File: src/lift_signal_pkg.sv
// Shared constants and types for the lift signal output logic.
// Assumes one 40 MHz clock domain and a plain register port.
package lift_signal_pkg;

  localparam int NUM_LANDINGS = 8;
  localparam int DIR_W        = (NUM_LANDINGS - 1) * 2;
  localparam int IDX_W        = 3;
  localparam int GRAY_W       = 3;
  localparam int SER_W        = DIR_W + 2 * NUM_LANDINGS;
  localparam int SER_CNT_W    = 5;

  // Time base for door reversal delay and light cut-out counts
  localparam int CLK_PERIOD_NS = 25;
  localparam int TICK_TIME_NS  = 100_000_000;
  localparam int TICK_CYCLES   = TICK_TIME_NS / CLK_PERIOD_NS;

  localparam logic [7:0] NUDGE_OFFSET = 8'h96;
  localparam logic [7:0] NUDGE_LIMIT  = 8'hC8;

  // Area start addresses with special meaning
  localparam logic [9:0] ADDR_SEGMENT   = 10'h040;
  localparam logic [9:0] ADDR_CONNECTOR = 10'h039;
  localparam logic [9:0] ADDR_BUS_401   = 10'h191;
  localparam logic [9:0] ADDR_BUS_501   = 10'h1F5;
  localparam logic [9:0] ADDR_BUS_601   = 10'h259;

  // Register offsets
  localparam logic [7:0] REG_CTRL      = 8'h00;
  localparam logic [7:0] REG_REVERSAL  = 8'h04;
  localparam logic [7:0] REG_LIGHT     = 8'h08;
  localparam logic [7:0] REG_DIR_ADDR  = 8'h0C;
  localparam logic [7:0] REG_GONG_ADDR = 8'h10;
  localparam logic [7:0] REG_POS_ADDR  = 8'h14;
  localparam logic [7:0] REG_STATUS    = 8'h18;

  // Control field positions
  localparam int CTRL_LIMIT_BIT     = 0;
  localparam int CTRL_TWO_DOORS_BIT = 1;
  localparam int CTRL_GONG_MODE_LSB = 2;
  localparam int CTRL_W             = 4;

  // Reset values
  localparam logic [3:0]  CTRL_RESET     = 4'h0;
  localparam logic [7:0]  REVERSAL_RESET = 8'h00;
  localparam logic [15:0] LIGHT_RESET    = 16'h0BB8;
  localparam logic [9:0]  ADDR_RESET     = 10'h000;

  typedef enum logic [1:0] {
    GONG_ALWAYS,
    GONG_ON_CALL,
    GONG_ON_CALL_DIR
  } gong_mode_type;

  typedef enum logic [1:0] {
    SHIFT_IDLE,
    SHIFT_RUN,
    SHIFT_LATCH
  } shift_state_type;

endpackage

File: src/serial_link_if.sv
// Carries an indicator image from the output logic to the serial shifter.
// Assumes both ends share clk.
interface serial_link_if;
  import lift_signal_pkg::*;
  logic             load;
  logic [SER_W-1:0] image;
  logic             sclk;
  logic             sdata;
  logic             latch;
  modport source (output load, output image, input sclk, input sdata, input latch);
  modport shifter (input load, input image, output sclk, output sdata, output latch);
endinterface

File: src/indicator_shifter.sv
// Serial shifter feeding an external indicator expansion card.
// Assumes a load pulse only when a new image is to be shown.
module indicator_shifter
  import lift_signal_pkg::*;
(
  input  wire logic       clk,
  input  wire logic       sys_rst,
  serial_link_if.shifter  link
);
  shift_state_type        state;
  logic [SER_W-1:0]       shreg;
  logic [SER_CNT_W-1:0]   count;

  // Lowest-value bit goes out first; a load while busy restarts the frame
  always_ff @(posedge clk or posedge sys_rst) begin
    if (sys_rst) begin
      state      <= SHIFT_IDLE;
      shreg      <= '0;
      count      <= '0;
      link.sclk  <= 1'b0;
      link.sdata <= 1'b0;
      link.latch <= 1'b0;
    end else begin
      link.latch <= 1'b0;
      if (link.load) begin
        state     <= SHIFT_RUN;
        shreg     <= link.image;
        count     <= '0;
        link.sclk <= 1'b0;
      end else begin
        case (state)
          SHIFT_RUN: begin
            if (!link.sclk) begin
              link.sdata <= shreg[0];
              link.sclk  <= 1'b1;
            end else begin
              link.sclk <= 1'b0;
              shreg     <= shreg >> 1;
              if (count == SER_CNT_W'(SER_W - 1)) begin
                state <= SHIFT_LATCH;
              end else begin
                count <= count + 1'b1;
              end
            end
          end
          SHIFT_LATCH: begin
            link.latch <= 1'b1;
            state      <= SHIFT_IDLE;
          end
          default: state <= SHIFT_IDLE;
        endcase
      end
    end
  end
endmodule

File: src/lift_signal_output_logic.sv
// Output-signal logic: door, nudging, light, access side, direction, gong, position.
// Assumes synchronous inputs on clk and a one-cycle register port.
// Functional notes
// - Door-open from limit switch, else safety point three
// - Barrier interrupted inhibits closing; nudging closes slowly
// - Nudging starts after reversal delay minus 150
// - Nudging enabled only between 150 and 200
// - Second door nudging on next output
// - Door-closed signals off while nudging
// - Landing-key output on priority or special service
// - Car light off after cut-out, no call
// - Select served access side on destination travel
// - Direction area is (landings minus 1) times 2
// - Direction outputs set at deceleration start
// - Top landing down arrow at lowest position
// - Addresses 64 or 57 select serial card
// - Bus 401 direction: up line three, down four
// - Second car of pair uses bus 601
// - One gong per landing, fired at deceleration
// - Gong bus 401/501/601 on lines three/four/five
// - Gong modes always, on call, call direction
// - One-hot position, bottom landing lowest
// - One-hot updates on middle sensor plate entry
// - Gray position, least significant bit lowest
// - Gray changes on plate entry or deceleration
//
// Strobed register access and the address map were chosen for this implementation.
module lift_signal_output_logic
  import lift_signal_pkg::*;
#(
  parameter int tick_cycles = TICK_CYCLES
)
(
  input  wire logic                    clk,
  input  wire logic                    sys_rst,
  input  wire logic [7:0]              reg_addr,
  input  wire logic [31:0]             reg_wdata,
  input  wire logic                    reg_write,
  input  wire logic                    reg_read,
  output logic      [31:0]             reg_rdata,
  input  wire logic [1:0]              door_open_limit,
  input  wire logic                    safety_circuit_point_three,
  input  wire logic [1:0]              door_closed_switch,
  input  wire logic                    light_barrier,
  input  wire logic                    priority_travel,
  input  wire logic                    landing_special_service,
  input  wire logic                    call_registered,
  input  wire logic                    decel_start,
  input  wire logic                    travel_start,
  input  wire logic [IDX_W-1:0]        dest_landing,
  input  wire logic                    dest_side,
  input  wire logic                    continue_up,
  input  wire logic                    continue_down,
  input  wire logic                    dest_call_up,
  input  wire logic                    dest_call_down,
  input  wire logic                    middle_sensor,
  input  wire logic [IDX_W-1:0]        sensor_landing,
  output logic      [1:0]              door_open,
  output logic                         doors_open_any,
  output logic      [1:0]              nudge,
  output logic      [1:0]              door_closed,
  output logic                         close_inhibit,
  output logic                         close_slow,
  output logic                         landing_key_travel,
  output logic                         light_off_relay,
  output logic      [1:0]              access_side,
  output logic      [DIR_W-1:0]        direction_area,
  output logic      [NUM_LANDINGS-1:0] gong_area,
  output logic      [NUM_LANDINGS-1:0] position_area,
  output logic      [GRAY_W-1:0]       gray_position,
  output logic      [NUM_LANDINGS-1:0] bus_module_line_three,
  output logic      [NUM_LANDINGS-1:0] bus_module_line_four,
  output logic      [NUM_LANDINGS-1:0] bus_module_line_five,
  output logic      [NUM_LANDINGS-1:0] pair_line_three,
  output logic      [NUM_LANDINGS-1:0] pair_line_four,
  output logic                         serial_clk,
  output logic                         serial_data,
  output logic                         serial_latch
);

  serial_link_if link ();

  logic [CTRL_W-1:0]       ctrl;
  logic [7:0]              reversal;
  logic [15:0]             light_cutout;
  logic [9:0]              dir_addr;
  logic [9:0]              gong_addr;
  logic [9:0]              pos_addr;
  logic [31:0]             tick_count;
  logic                    tick;
  logic [7:0]              nudge_count;
  logic [15:0]             light_count;
  logic                    sensor_prev;
  logic [IDX_W-1:0]        car_index;
  logic [DIR_W-1:0]        dir_image;
  logic [NUM_LANDINGS-1:0] gong_image;
  logic [NUM_LANDINGS-1:0] pos_image;
  logic                    images_changed;
  logic                    nudge_enabled;
  logic [7:0]              nudge_thresh;
  logic                    sensor_entry;
  logic                    gong_fire;
  logic [NUM_LANDINGS-1:0] dir_up_bits;
  logic [NUM_LANDINGS-1:0] dir_down_bits;
  logic [31:0]             next_rdata;

  function automatic logic is_serial(input logic [9:0] a);
    return (a == ADDR_SEGMENT) || (a == ADDR_CONNECTOR);
  endfunction

  function automatic logic is_bus(input logic [9:0] a);
    return a >= ADDR_BUS_401;
  endfunction

  // Up arrow of landing k at 2k+1, down arrow at 2k, top down arrow at 0
  function automatic logic [DIR_W-1:0] dir_bit(input logic [IDX_W-1:0] k, input logic up);
    logic [DIR_W-1:0] v;
    v = '0;
    if (up && (int'(k) < NUM_LANDINGS - 1)) begin
      v[2 * int'(k) + 1] = 1'b1;
    end else if (!up && (int'(k) == NUM_LANDINGS - 1)) begin
      v[0] = 1'b1;
    end else if (!up && (k != '0)) begin
      v[2 * int'(k)] = 1'b1;
    end
    return v;
  endfunction

  assign nudge_enabled = (reversal > NUDGE_OFFSET) && (reversal < NUDGE_LIMIT);
  assign nudge_thresh  = reversal - NUDGE_OFFSET;
  assign sensor_entry  = middle_sensor && !sensor_prev;

  always_comb begin
    case (gong_mode_type'(ctrl[CTRL_GONG_MODE_LSB +: 2]))
      GONG_ALWAYS:      gong_fire = 1'b1;
      GONG_ON_CALL:     gong_fire = dest_call_up || dest_call_down;
      GONG_ON_CALL_DIR: gong_fire = (continue_up && dest_call_up) ||
                                    (continue_down && dest_call_down);
      default:          gong_fire = 1'b0;
    endcase
  end

  // Register port
  always_ff @(posedge clk or posedge sys_rst) begin
    if (sys_rst) begin
      ctrl         <= CTRL_RESET;
      reversal     <= REVERSAL_RESET;
      light_cutout <= LIGHT_RESET;
      dir_addr     <= ADDR_RESET;
      gong_addr    <= ADDR_RESET;
      pos_addr     <= ADDR_RESET;
    end else if (reg_write) begin
      case (reg_addr)
        REG_CTRL:      ctrl         <= reg_wdata[CTRL_W-1:0];
        REG_REVERSAL:  reversal     <= reg_wdata[7:0];
        REG_LIGHT:     light_cutout <= reg_wdata[15:0];
        REG_DIR_ADDR:  dir_addr     <= reg_wdata[9:0];
        REG_GONG_ADDR: gong_addr    <= reg_wdata[9:0];
        REG_POS_ADDR:  pos_addr     <= reg_wdata[9:0];
        default:       ctrl         <= ctrl;
      endcase
    end
  end

  always_comb begin
    next_rdata = '0;
    case (reg_addr)
      REG_CTRL:      next_rdata[CTRL_W-1:0] = ctrl;
      REG_REVERSAL:  next_rdata[7:0]        = reversal;
      REG_LIGHT:     next_rdata[15:0]       = light_cutout;
      REG_DIR_ADDR:  next_rdata[9:0]        = dir_addr;
      REG_GONG_ADDR: next_rdata[9:0]        = gong_addr;
      REG_POS_ADDR:  next_rdata[9:0]        = pos_addr;
      REG_STATUS:    next_rdata[11:0]       = {gray_position, car_index, light_off_relay,
                                               nudge[0], nudge_enabled, light_barrier,
                                               1'b0, 1'b0};
      default:       next_rdata             = '0;
    endcase
  end

  // Read data valid only in the cycle after the read strobe
  always_ff @(posedge clk or posedge sys_rst) begin
    if (sys_rst) begin
      reg_rdata <= '0;
    end else begin
      reg_rdata <= reg_read ? next_rdata : '0;
    end
  end

  // Time base
  always_ff @(posedge clk or posedge sys_rst) begin
    if (sys_rst) begin
      tick_count <= '0;
      tick       <= 1'b0;
    end else begin
      tick       <= (tick_count == 32'(tick_cycles - 1));
      tick_count <= (tick_count == 32'(tick_cycles - 1)) ? '0 : tick_count + 1'b1;
    end
  end

  // Doors and nudging
  always_ff @(posedge clk or posedge sys_rst) begin
    if (sys_rst) begin
      door_open      <= '0;
      doors_open_any <= 1'b0;
      nudge_count    <= '0;
      nudge          <= '0;
      door_closed    <= '0;
      close_inhibit  <= 1'b0;
      close_slow     <= 1'b0;
    end else begin
      for (int d = 0; d < 2; d++) begin
        door_open[d] <= ctrl[CTRL_LIMIT_BIT] ? door_open_limit[d]
                                             : safety_circuit_point_three;
      end
      doors_open_any <= ctrl[CTRL_LIMIT_BIT] ? |door_open_limit
                                             : safety_circuit_point_three;
      if (!light_barrier) begin
        nudge_count <= '0;
      end else if (tick && nudge_count != 8'hFF) begin
        nudge_count <= nudge_count + 1'b1;
      end
      nudge[0] <= nudge_enabled && light_barrier && (nudge_count >= nudge_thresh);
      // Second operator uses the next output only when fitted
      nudge[1] <= ctrl[CTRL_TWO_DOORS_BIT] && nudge_enabled && light_barrier &&
                  (nudge_count >= nudge_thresh);
      door_closed   <= door_closed_switch & {2{!(nudge_enabled && light_barrier &&
                       (nudge_count >= nudge_thresh))}};
      close_inhibit <= light_barrier && !(nudge_enabled &&
                       (nudge_count >= nudge_thresh));
      close_slow    <= light_barrier && nudge_enabled &&
                       (nudge_count >= nudge_thresh);
    end
  end

  // Status and car light
  always_ff @(posedge clk or posedge sys_rst) begin
    if (sys_rst) begin
      landing_key_travel <= 1'b0;
      light_count        <= '0;
      light_off_relay    <= 1'b0;
    end else begin
      landing_key_travel <= priority_travel || landing_special_service;
      if (call_registered) begin
        light_count <= '0;
      end else if (tick && light_count != 16'hFFFF) begin
        light_count <= light_count + 1'b1;
      end
      light_off_relay <= !call_registered && (light_count >= light_cutout);
    end
  end

  // Arrival images; cleared when the next travel starts
  always_ff @(posedge clk or posedge sys_rst) begin
    if (sys_rst) begin
      access_side <= '0;
      dir_image   <= '0;
      gong_image  <= '0;
    end else if (travel_start) begin
      access_side <= '0;
      dir_image   <= '0;
      gong_image  <= '0;
    end else if (decel_start) begin
      access_side <= dest_side ? 2'h2 : 2'h1;
      dir_image   <= (continue_up   ? dir_bit(dest_landing, 1'b1) : '0) |
                     (continue_down ? dir_bit(dest_landing, 1'b0) : '0);
      gong_image  <= gong_fire ? NUM_LANDINGS'(1) << dest_landing : '0;
    end
  end

  // Car position
  always_ff @(posedge clk or posedge sys_rst) begin
    if (sys_rst) begin
      sensor_prev <= 1'b0;
      car_index   <= '0;
      pos_image   <= NUM_LANDINGS'(1);
      gray_position <= '0;
    end else begin
      sensor_prev <= middle_sensor;
      if (sensor_entry) begin
        car_index     <= sensor_landing;
        pos_image     <= NUM_LANDINGS'(1) << sensor_landing;
        gray_position <= sensor_landing ^ (sensor_landing >> 1);
      end else if (decel_start) begin
        gray_position <= dest_landing ^ (dest_landing >> 1);
      end
    end
  end

  // Up and down arrows per landing for the bus mapping
  // Loop bounds keep every index inside the direction image
  always_comb begin
    dir_up_bits   = '0;
    dir_down_bits = '0;
    for (int k = 0; k < NUM_LANDINGS - 1; k++) begin
      dir_up_bits[k] = dir_image[2 * k + 1];
    end
    for (int k = 1; k < NUM_LANDINGS - 1; k++) begin
      dir_down_bits[k] = dir_image[2 * k];
    end
    dir_down_bits[NUM_LANDINGS-1] = dir_image[0];
  end

  // Area routing: parallel, serial card or landing bus
  always_ff @(posedge clk or posedge sys_rst) begin
    if (sys_rst) begin
      direction_area        <= '0;
      gong_area             <= '0;
      position_area         <= '0;
      bus_module_line_three <= '0;
      bus_module_line_four  <= '0;
      bus_module_line_five  <= '0;
      pair_line_three       <= '0;
      pair_line_four        <= '0;
    end else begin
      direction_area <= (dir_addr == '0 || is_serial(dir_addr) || is_bus(dir_addr))
                        ? '0 : dir_image;
      gong_area      <= (gong_addr == '0 || is_serial(gong_addr) || is_bus(gong_addr))
                        ? '0 : gong_image;
      position_area  <= (pos_addr == '0 || is_serial(pos_addr)) ? '0 : pos_image;
      bus_module_line_three <= ((dir_addr == ADDR_BUS_401) ? dir_up_bits : '0) |
                               ((gong_addr == ADDR_BUS_401) ? gong_image : '0);
      bus_module_line_four  <= ((dir_addr == ADDR_BUS_401) ? dir_down_bits : '0) |
                               ((gong_addr == ADDR_BUS_501) ? gong_image : '0);
      bus_module_line_five  <= (gong_addr == ADDR_BUS_601) ? gong_image : '0;
      // This controller drives the second car's arrows of a pair
      pair_line_three <= (dir_addr == ADDR_BUS_601) ? dir_up_bits : '0;
      pair_line_four  <= (dir_addr == ADDR_BUS_601) ? dir_down_bits : '0;
    end
  end

  // Serial image; only streams addressed to the card are shifted
  assign link.image = {is_serial(pos_addr) ? pos_image : NUM_LANDINGS'(0),
                       is_serial(gong_addr) ? gong_image : NUM_LANDINGS'(0),
                       is_serial(dir_addr) ? dir_image : DIR_W'(0)};

  always_ff @(posedge clk or posedge sys_rst) begin
    if (sys_rst) begin
      images_changed <= 1'b0;
      link.load      <= 1'b0;
    end else begin
      images_changed <= decel_start || travel_start || sensor_entry;
      link.load      <= images_changed &&
                        (is_serial(dir_addr) || is_serial(gong_addr) || is_serial(pos_addr));
    end
  end

  indicator_shifter u_shifter (
    .clk     (clk),
    .sys_rst (sys_rst),
    .link    (link.shifter)
  );

  assign serial_clk   = link.sclk;
  assign serial_data  = link.sdata;
  assign serial_latch = link.latch;
endmodule

File: config.mk
export PLATFORM = sky130hd
export DESIGN_NAME = lift_signal_output_logic
export DESIGN_NICKNAME = d
export VERILOG_FILES = /design/src/lift_signal_pkg.sv /design/src/serial_link_if.sv /design/src/indicator_shifter.sv /design/src/lift_signal_output_logic.sv
export SDC_FILE = /design/constraint.sdc
export NUM_CORES = 1
export LEC_CHECK = 0
export BUFFER_PORTS_ARGS = -buffer_cell sky130_fd_sc_hd__clkbuf_2
export CAP_MARGIN = 10
export CORE_ASPECT_RATIO = 1.75
export CORE_UTILIZATION = 40
export CTS_BUF_LIST = sky130_fd_sc_hd__clkbuf_8
export DETAILED_ROUTE_END_ITERATION = 7
export PLACE_DENSITY = 0.69
export RECOVER_POWER = 25
export SYNTH_ARGS = -nofsm -noshare
export SYNTH_HDL_FRONTEND = slang
export SYNTH_SLANG_ARGS = --single-unit
File: constraint.sdc
create_clock -name clk -period 14.1 [get_ports clk]
set_input_delay 2.82 -clock clk [delete_from_list [all_inputs] [get_ports clk]]
set_output_delay 2.82 -clock clk [all_outputs]
set_load 0.005 [all_outputs]
==> out/metrics.cfg, run 1 <==
[die]
initial_core_util_pct = 40.8
die_h_um = 243
die_w_um = 139
dieArea_um2 = 33800
rows = 87
io_pins = 188
coreArea_um2 = 32400

[detailed_routing]
met2_wirelength_um = 17400
postRouteAntennaNets = 0
drc = 0
vias = 9397
viasPerCell = 5.38
first_iter_violations = 419
wl_met1_um = 10900
wire_per_inst_um = 18.2
drt_wl_total_um = 31800
routed.top_layer = met5
drt_first_pass_iters = 4
wl_met3_um = 1470

[clock_tree]
numCtsBuffers = 40
clk_pin_slew_ps = 70
cts_max_path_buffers = 3
cts_hold_buf = 0
htreeDepth = 2
clock_sinks = 290
post_cts_buffers = 0
tritoncts = built
root_buffer = clkbuf_8
cts.repair.resized = 0
clkLatencyLatePin_ps = 590

[power_and_ir_drop]
p_per_area_nw_per_um2 = 116
p_comb_share_pct = 10.6
p_sw_mw = 0.461
swShare_pct = 26.3
pwr-share-clk_pct = 38.2
p_leak_nw = 7.46
ir_drop_mv = 0.0579
p_int_mw = 1.29
pwr-share-seq_pct = 51.3

[place]
place.gp.congestion = 0.960
place_inst = 1678
dp_hpwl_um = 23500
io_buffer_count = 153

[run_status]
violations = capacitance limit, slew limit
outcome = finished with violations

[synthesis]
syn_avg_cell_area_um2 = 11.4
ys_seq_area_share_pct = 54.9
synth-seq-cells = 290
synth_cell_type_count = 67
synth_flop_cell = dfrtp_1
synthCells = 1157
synth-edff-count = 0
synth_area_um2 = 13200
yosysWarningCount = 0
synthArstFlopShare_pct = 100

[sta]
fin_skew_ps = 46.2
fmaxAchievable_mhz = 219
tightest_slew_ps = 2570
fin_crit_ps = 4560
hold_viol_final = 0
tns_ps = 0
finalSetupViolCount = 0
maxSlewViolCount = 74
relSlewSlack_pct = -75.8
rsz0062_at_grt = no
fin_crit_sh_pct = 32.3

[finish]
fin_cells = 1748
fill_cells = 2979
final_common_cell = dfrtp_1
drive_above_1_share_pct = 22.4
insertedDiodeCount = 0
regArea_um2 = 7270
multiInputGateArea_um2 = 5560
area_growth_pct = 14.4
final_cell_mix = dfrtp_1 (282), clkbuf_2 (150), nand2_1 (81)
post-route-util_pct = 46.7
final_nets = 1429

[setup_path]
crit_type = in2reg
crit_arrival_ps = 5020
crit_path_start_kind = input pin
cp_max_fo = 10
crit_required_ps = 14570
critPathCaptureType = flip-flop

[global_routing]
antenna_found_initial = 1
grt_pass1_wl_um = 51300
gr-usage-all-layers_pct = 19.4
grt_pass1_vias = 9844
grt_max_degree = 185
grt-ovfl-total = 0

[run]
max_cap_violations = 2

[hold_path]
hold_path_class = reg2reg

[Yosys cell counts, types with 2 or more instances]
master | n | area share (%)
a2111oi_0 | 2 | 0.13
nand2b_1 | 15 | 0.71
a21o_1 | 4 | 0.23
buf_4 | 19 | 1.1
o2bb2ai_1 | 7 | 0.46
xnor2_1 | 29 | 1.9
or3_1 | 2 | 0.095
or4_1 | 3 | 0.17
a221oi_1 | 7 | 0.46
nand3_1 | 52 | 2.0
a32oi_1 | 3 | 0.20
dfrtp_1 | 282 | 53
o22ai_1 | 15 | 0.71
inv_1 | 35 | 0.99
mux4_2 | 4 | 0.68
nor2_1 | 67 | 1.9
nor3b_1 | 5 | 0.28
o21ai_0 | 33 | 1.2
and2_1 | 46 | 2.2
and4_1 | 5 | 0.33
mux2_2 | 63 | 5.4
buf_2 | 3 | 0.11
xor2_1 | 21 | 1.4
and3_1 | 25 | 1.2
nor4_1 | 12 | 0.57
a21boi_0 | 2 | 0.11
a22o_1 | 29 | 1.9
o31ai_1 | 2 | 0.11
nand3_2 | 2 | 0.15
dfstp_2 | 8 | 1.6
ha_1 | 42 | 4.0
mux2i_1 | 47 | 3.6
a21oi_1 | 31 | 1.2
nor2b_1 | 25 | 1.2
or2_2 | 3 | 0.14
a32o_1 | 6 | 0.45
clkbuf_1 | 33 | 0.94
buf_1 | 4 | 0.11
nand4_1 | 23 | 1.1
nand2_1 | 81 | 2.3
nor3_1 | 21 | 0.79
nor4b_1 | 4 | 0.26
a211oi_1 | 11 | 0.62
[routing by layer]
metal	GRT usage, %	vias to the layer above
met2	37.2	262
li1	-	4419
met3	3.73	104
met5	0	-
met4	12.6	2
met1	18.5	4610
[worst max-delay path, stage by stage]
cell and delay (ps):
clkbuf_2 70, or2_1 220, or4_1 570, nor2_1 390, and3_1 540, mux2_2 390
[cell type report]
type / count / area share, %
clock buffers: 49 / 4.46
clock inverters: 21 / 1.03
inverters: 35 / 0.918
multi-input cells: 790 / 36.8
flip-flops and latches: 290 / 48.0
well taps: 400 / 3.31
repair buffers: 163 / 5.51
[flip-flops by register name, indices dropped and copies added (netlist names), 10 cells and up]
name	count
dir_addr	10
light_count	16
light_cutout	16
gong_addr	10
direction_area	14
pos_addr	10
tick_count	32
u_shifter.shreg	30
reg_rdata	16
dir_image	14
[kinds of logic after synthesis]
| group | share of synthesized area [%] |
|---|---|
| fa+ha+maj | 3.97 |
| flops | 54.9 |
| mux | 9.60 |
| compound gates | 8.85 |
| simple gates | 16.1 |
| xor+xnor | 3.31 |
| other cells | 0.0283 |
| buf+inv | 3.23 |
[final timing paths]
kind / start / to / slack [ps] / depth (start not counted)
hold / removal: u_shifter.state[0] / u_shifter.link.latch / 480 / 1
setup reg to reg: gong_addr[5] / gong_area[3] / 9640 / 5
max in group asynchronous: sys_rst / position_area[6] / 10280 / 3
hold reg to reg: u_shifter.state[0] / u_shifter.link.latch / 480 / 1
min in group asynchronous: sys_rst / gong_area[7] / 2340 / 2
setup / recovery: reg_addr[1] / pos_addr[7] / 9540 / 6
[power by group through the flow]
stage          Sequential [mW]  Combinational [mW]  Clock (mW)
6_report                 0.898               0.185       0.668
5_1_grt                  0.902               0.207       0.718
4_1_cts                  0.898               0.189       0.686
3_5_place_dp             0.914               0.188           0
3_3_place_gp             0.912               0.185           0
2_1_floorplan            0.897               0.146           0
[metrics by stage]
stage / setup WS, ps / total power, mW / area [um^2] / hold WS [ps]
floorplan: 3290 / 1.04 / 13300 / 439
global placement: 9030 / 1.10 / 14400 / 452
detailed placement: 9020 / 1.10 / 14400 / 471
CTS: 9630 / 1.77 / 15200 / 475
global route: 9280 / 1.83 / 15100 / 489
finish: 9540 / 1.75 / 15100 / 477
(Power assumes the default switching activity.)
==> run 2: changes to the inputs <==
--- a/config.mk
+++ b/config.mk
@@ -11,7 +11,7 @@
 export CORE_UTILIZATION = 40
 export CTS_BUF_LIST = sky130_fd_sc_hd__clkbuf_8
 export DETAILED_ROUTE_END_ITERATION = 7
-export PLACE_DENSITY = 0.69
+export PLACE_DENSITY = 0.71
 export RECOVER_POWER = 25
 export SYNTH_ARGS = -nofsm -noshare
 export SYNTH_HDL_FRONTEND = slang
==> constraint.sdc (replaced) <==
create_clock -name clk -period 3.76 [get_ports clk]
set_input_delay 0.752 -clock clk [delete_from_list [all_inputs] [get_ports clk]]
set_output_delay 0.752 -clock clk [all_outputs]
set_load 0.005 [all_outputs]
==> out/metrics.cfg, run 2 (synthesized netlist as in run 1, its figures left out) <==
[power_and_ir_drop]
ir_drop_mv = 0.279
p_comb_share_pct = 10.9
p_sw_mw = 1.75
p_int_mw = 4.91
pwr-share-seq_pct = 50.3
p_per_area_nw_per_um2 = 436
swShare_pct = 26.3
pwr-share-clk_pct = 38.8
p_leak_nw = 7.57

[place]
dp_hpwl_um = 23900
place_inst = 1685
place.gp.congestion = 0.973
io_buffer_count = 153

[detailed_routing]
first_iter_violations = 304
drc = 0
vias = 9377
wire_per_inst_um = 18.1
viasPerCell = 5.32
drt_first_pass_iters = 5
postRouteAntennaNets = 0
drt_wl_total_um = 32000

[clock_tree]
htreeDepth = 2
cts.repair.resized = 0
cts_hold_buf = 0
post_cts_buffers = 0
root_buffer = clkbuf_8
numCtsBuffers = 42
clk_pin_slew_ps = 60
cts_max_path_buffers = 3
tritoncts = built
clkLatencyLatePin_ps = 580
clock_sinks = 290

[finish]
drive_above_1_share_pct = 23.3
fill_cells = 2991
fin_cells = 1761
largest_reg_flops = 32
reg_top3 = tick_count: 32 flops, u_shifter.shreg: 30 flops
area_growth_pct = 15.5
final_common_cell = dfrtp_1
largest_register = tick_count
final_cell_mix = dfrtp_1 (282), clkbuf_2 (153), nand2_1 (81)
post-route-util_pct = 47.1
final_nets = 1438
multiInputGateArea_um2 = 5600
regArea_um2 = 7270

[global_routing]
grt_pass1_wl_um = 51000
gr-usage-all-layers_pct = 19.4
antenna_found_initial = 2
grt-ovfl-total = 0
grt_pass1_vias = 9673
grt_max_degree = 87

[sta]
fin_crit_sh_pct = 71.1
fin_crit_ps = 2670
rsz0062_at_grt = no
fin_skew_ps = 46.9
fmaxAchievable_mhz = 374
maxSlewViolCount = 160
finalSetupViolCount = 0
hold_viol_final = 0
tightest_slew_ps = 1550
hold-worst-slack_ps = 320
relSlewSlack_pct = -3.59

[setup_path]
crit_arrival_ps = 3070
crit_type = in2async
crit_required_ps = 4160
critPathCaptureType = asynchronous set/reset pin
r2r_setup_slack_ps = 1160
cp_max_fo = 66
crit_path_start_kind = input pin

[die]
die_w_um = 139
rows = 87
die_h_um = 243
io_pins = 188
coreArea_um2 = 32400
initial_core_util_pct = 40.8
dieArea_um2 = 33800

[hold_path]
hold_path_class = in2reg

[run_status]
outcome = finished with violations
violations = capacitance limit, slew limit

[run]
max_cap_violations = 3

==> run 2: final timing paths <==
| path | start | endpoint | cells after the start |
|---|---|---|---|
| setup / recovery | sys_rst | position_area[3] | 3 |
| setup reg to reg | gong_addr[5] | gong_area[0] | 5 |
| max in group clk | gong_addr[5] | gong_area[0] | 5 |
| hold / removal | middle_sensor | sensor_prev | 1 |
| min in group asynchronous | sys_rst | gong_image[1] | 2 |
| hold reg to reg | images_changed | link.load | 1 |
==> run 2: per-stage QoR <==
step | worst slack [ps] | area [um^2] | total power [mW] | TNS, ps
final | 1090 | 15300 | 6.66 | 0
after global routing | 643 | 15300 | 6.95 | 0
after CTS | 1120 | 15300 | 6.75 | 0
after detailed placement | 732 | 14400 | 4.15 | 0
after global placement | 753 | 14400 | 4.12 | 0
after floorplan | -833 | 13300 | 3.91 | -234810
==> run 2: final cells by class <==
type	instances	share of cell area, %
clock inverters	20	0.794
multi-input cells	790	36.7
inverters	35	0.868
well taps	400	3.28
diodes	1	0.0164
clock buffers	55	4.96
repair buffers	170	5.86
flip-flops and latches	290	47.6
==> run 2: critical path, cell delays in order <==
cell and delay (ps):
clkbuf_2 80, clkinvlp_2 880, clkbuf_2 1290
==> run 2: power groups by stage <==
| stage | Clock [mW] | Sequential, mW | Combinational (mW) |
|---|---|---|---|
| after detailed placement | 0 | 3.41 | 0.738 |
| after CTS | 2.66 | 3.35 | 0.740 |
| after global placement | 0 | 3.40 | 0.720 |
| after global routing | 2.78 | 3.37 | 0.808 |
| after floorplan | 0 | 3.36 | 0.550 |
| final | 2.58 | 3.35 | 0.724 |
==> run 2: routing by layer <==
metal	global-route usage [%]	share of wire, %
met1	19.2	35
met2	36.9	55
met3	3.35	4.0
met4	11.9	5.6
met5	0	0.041
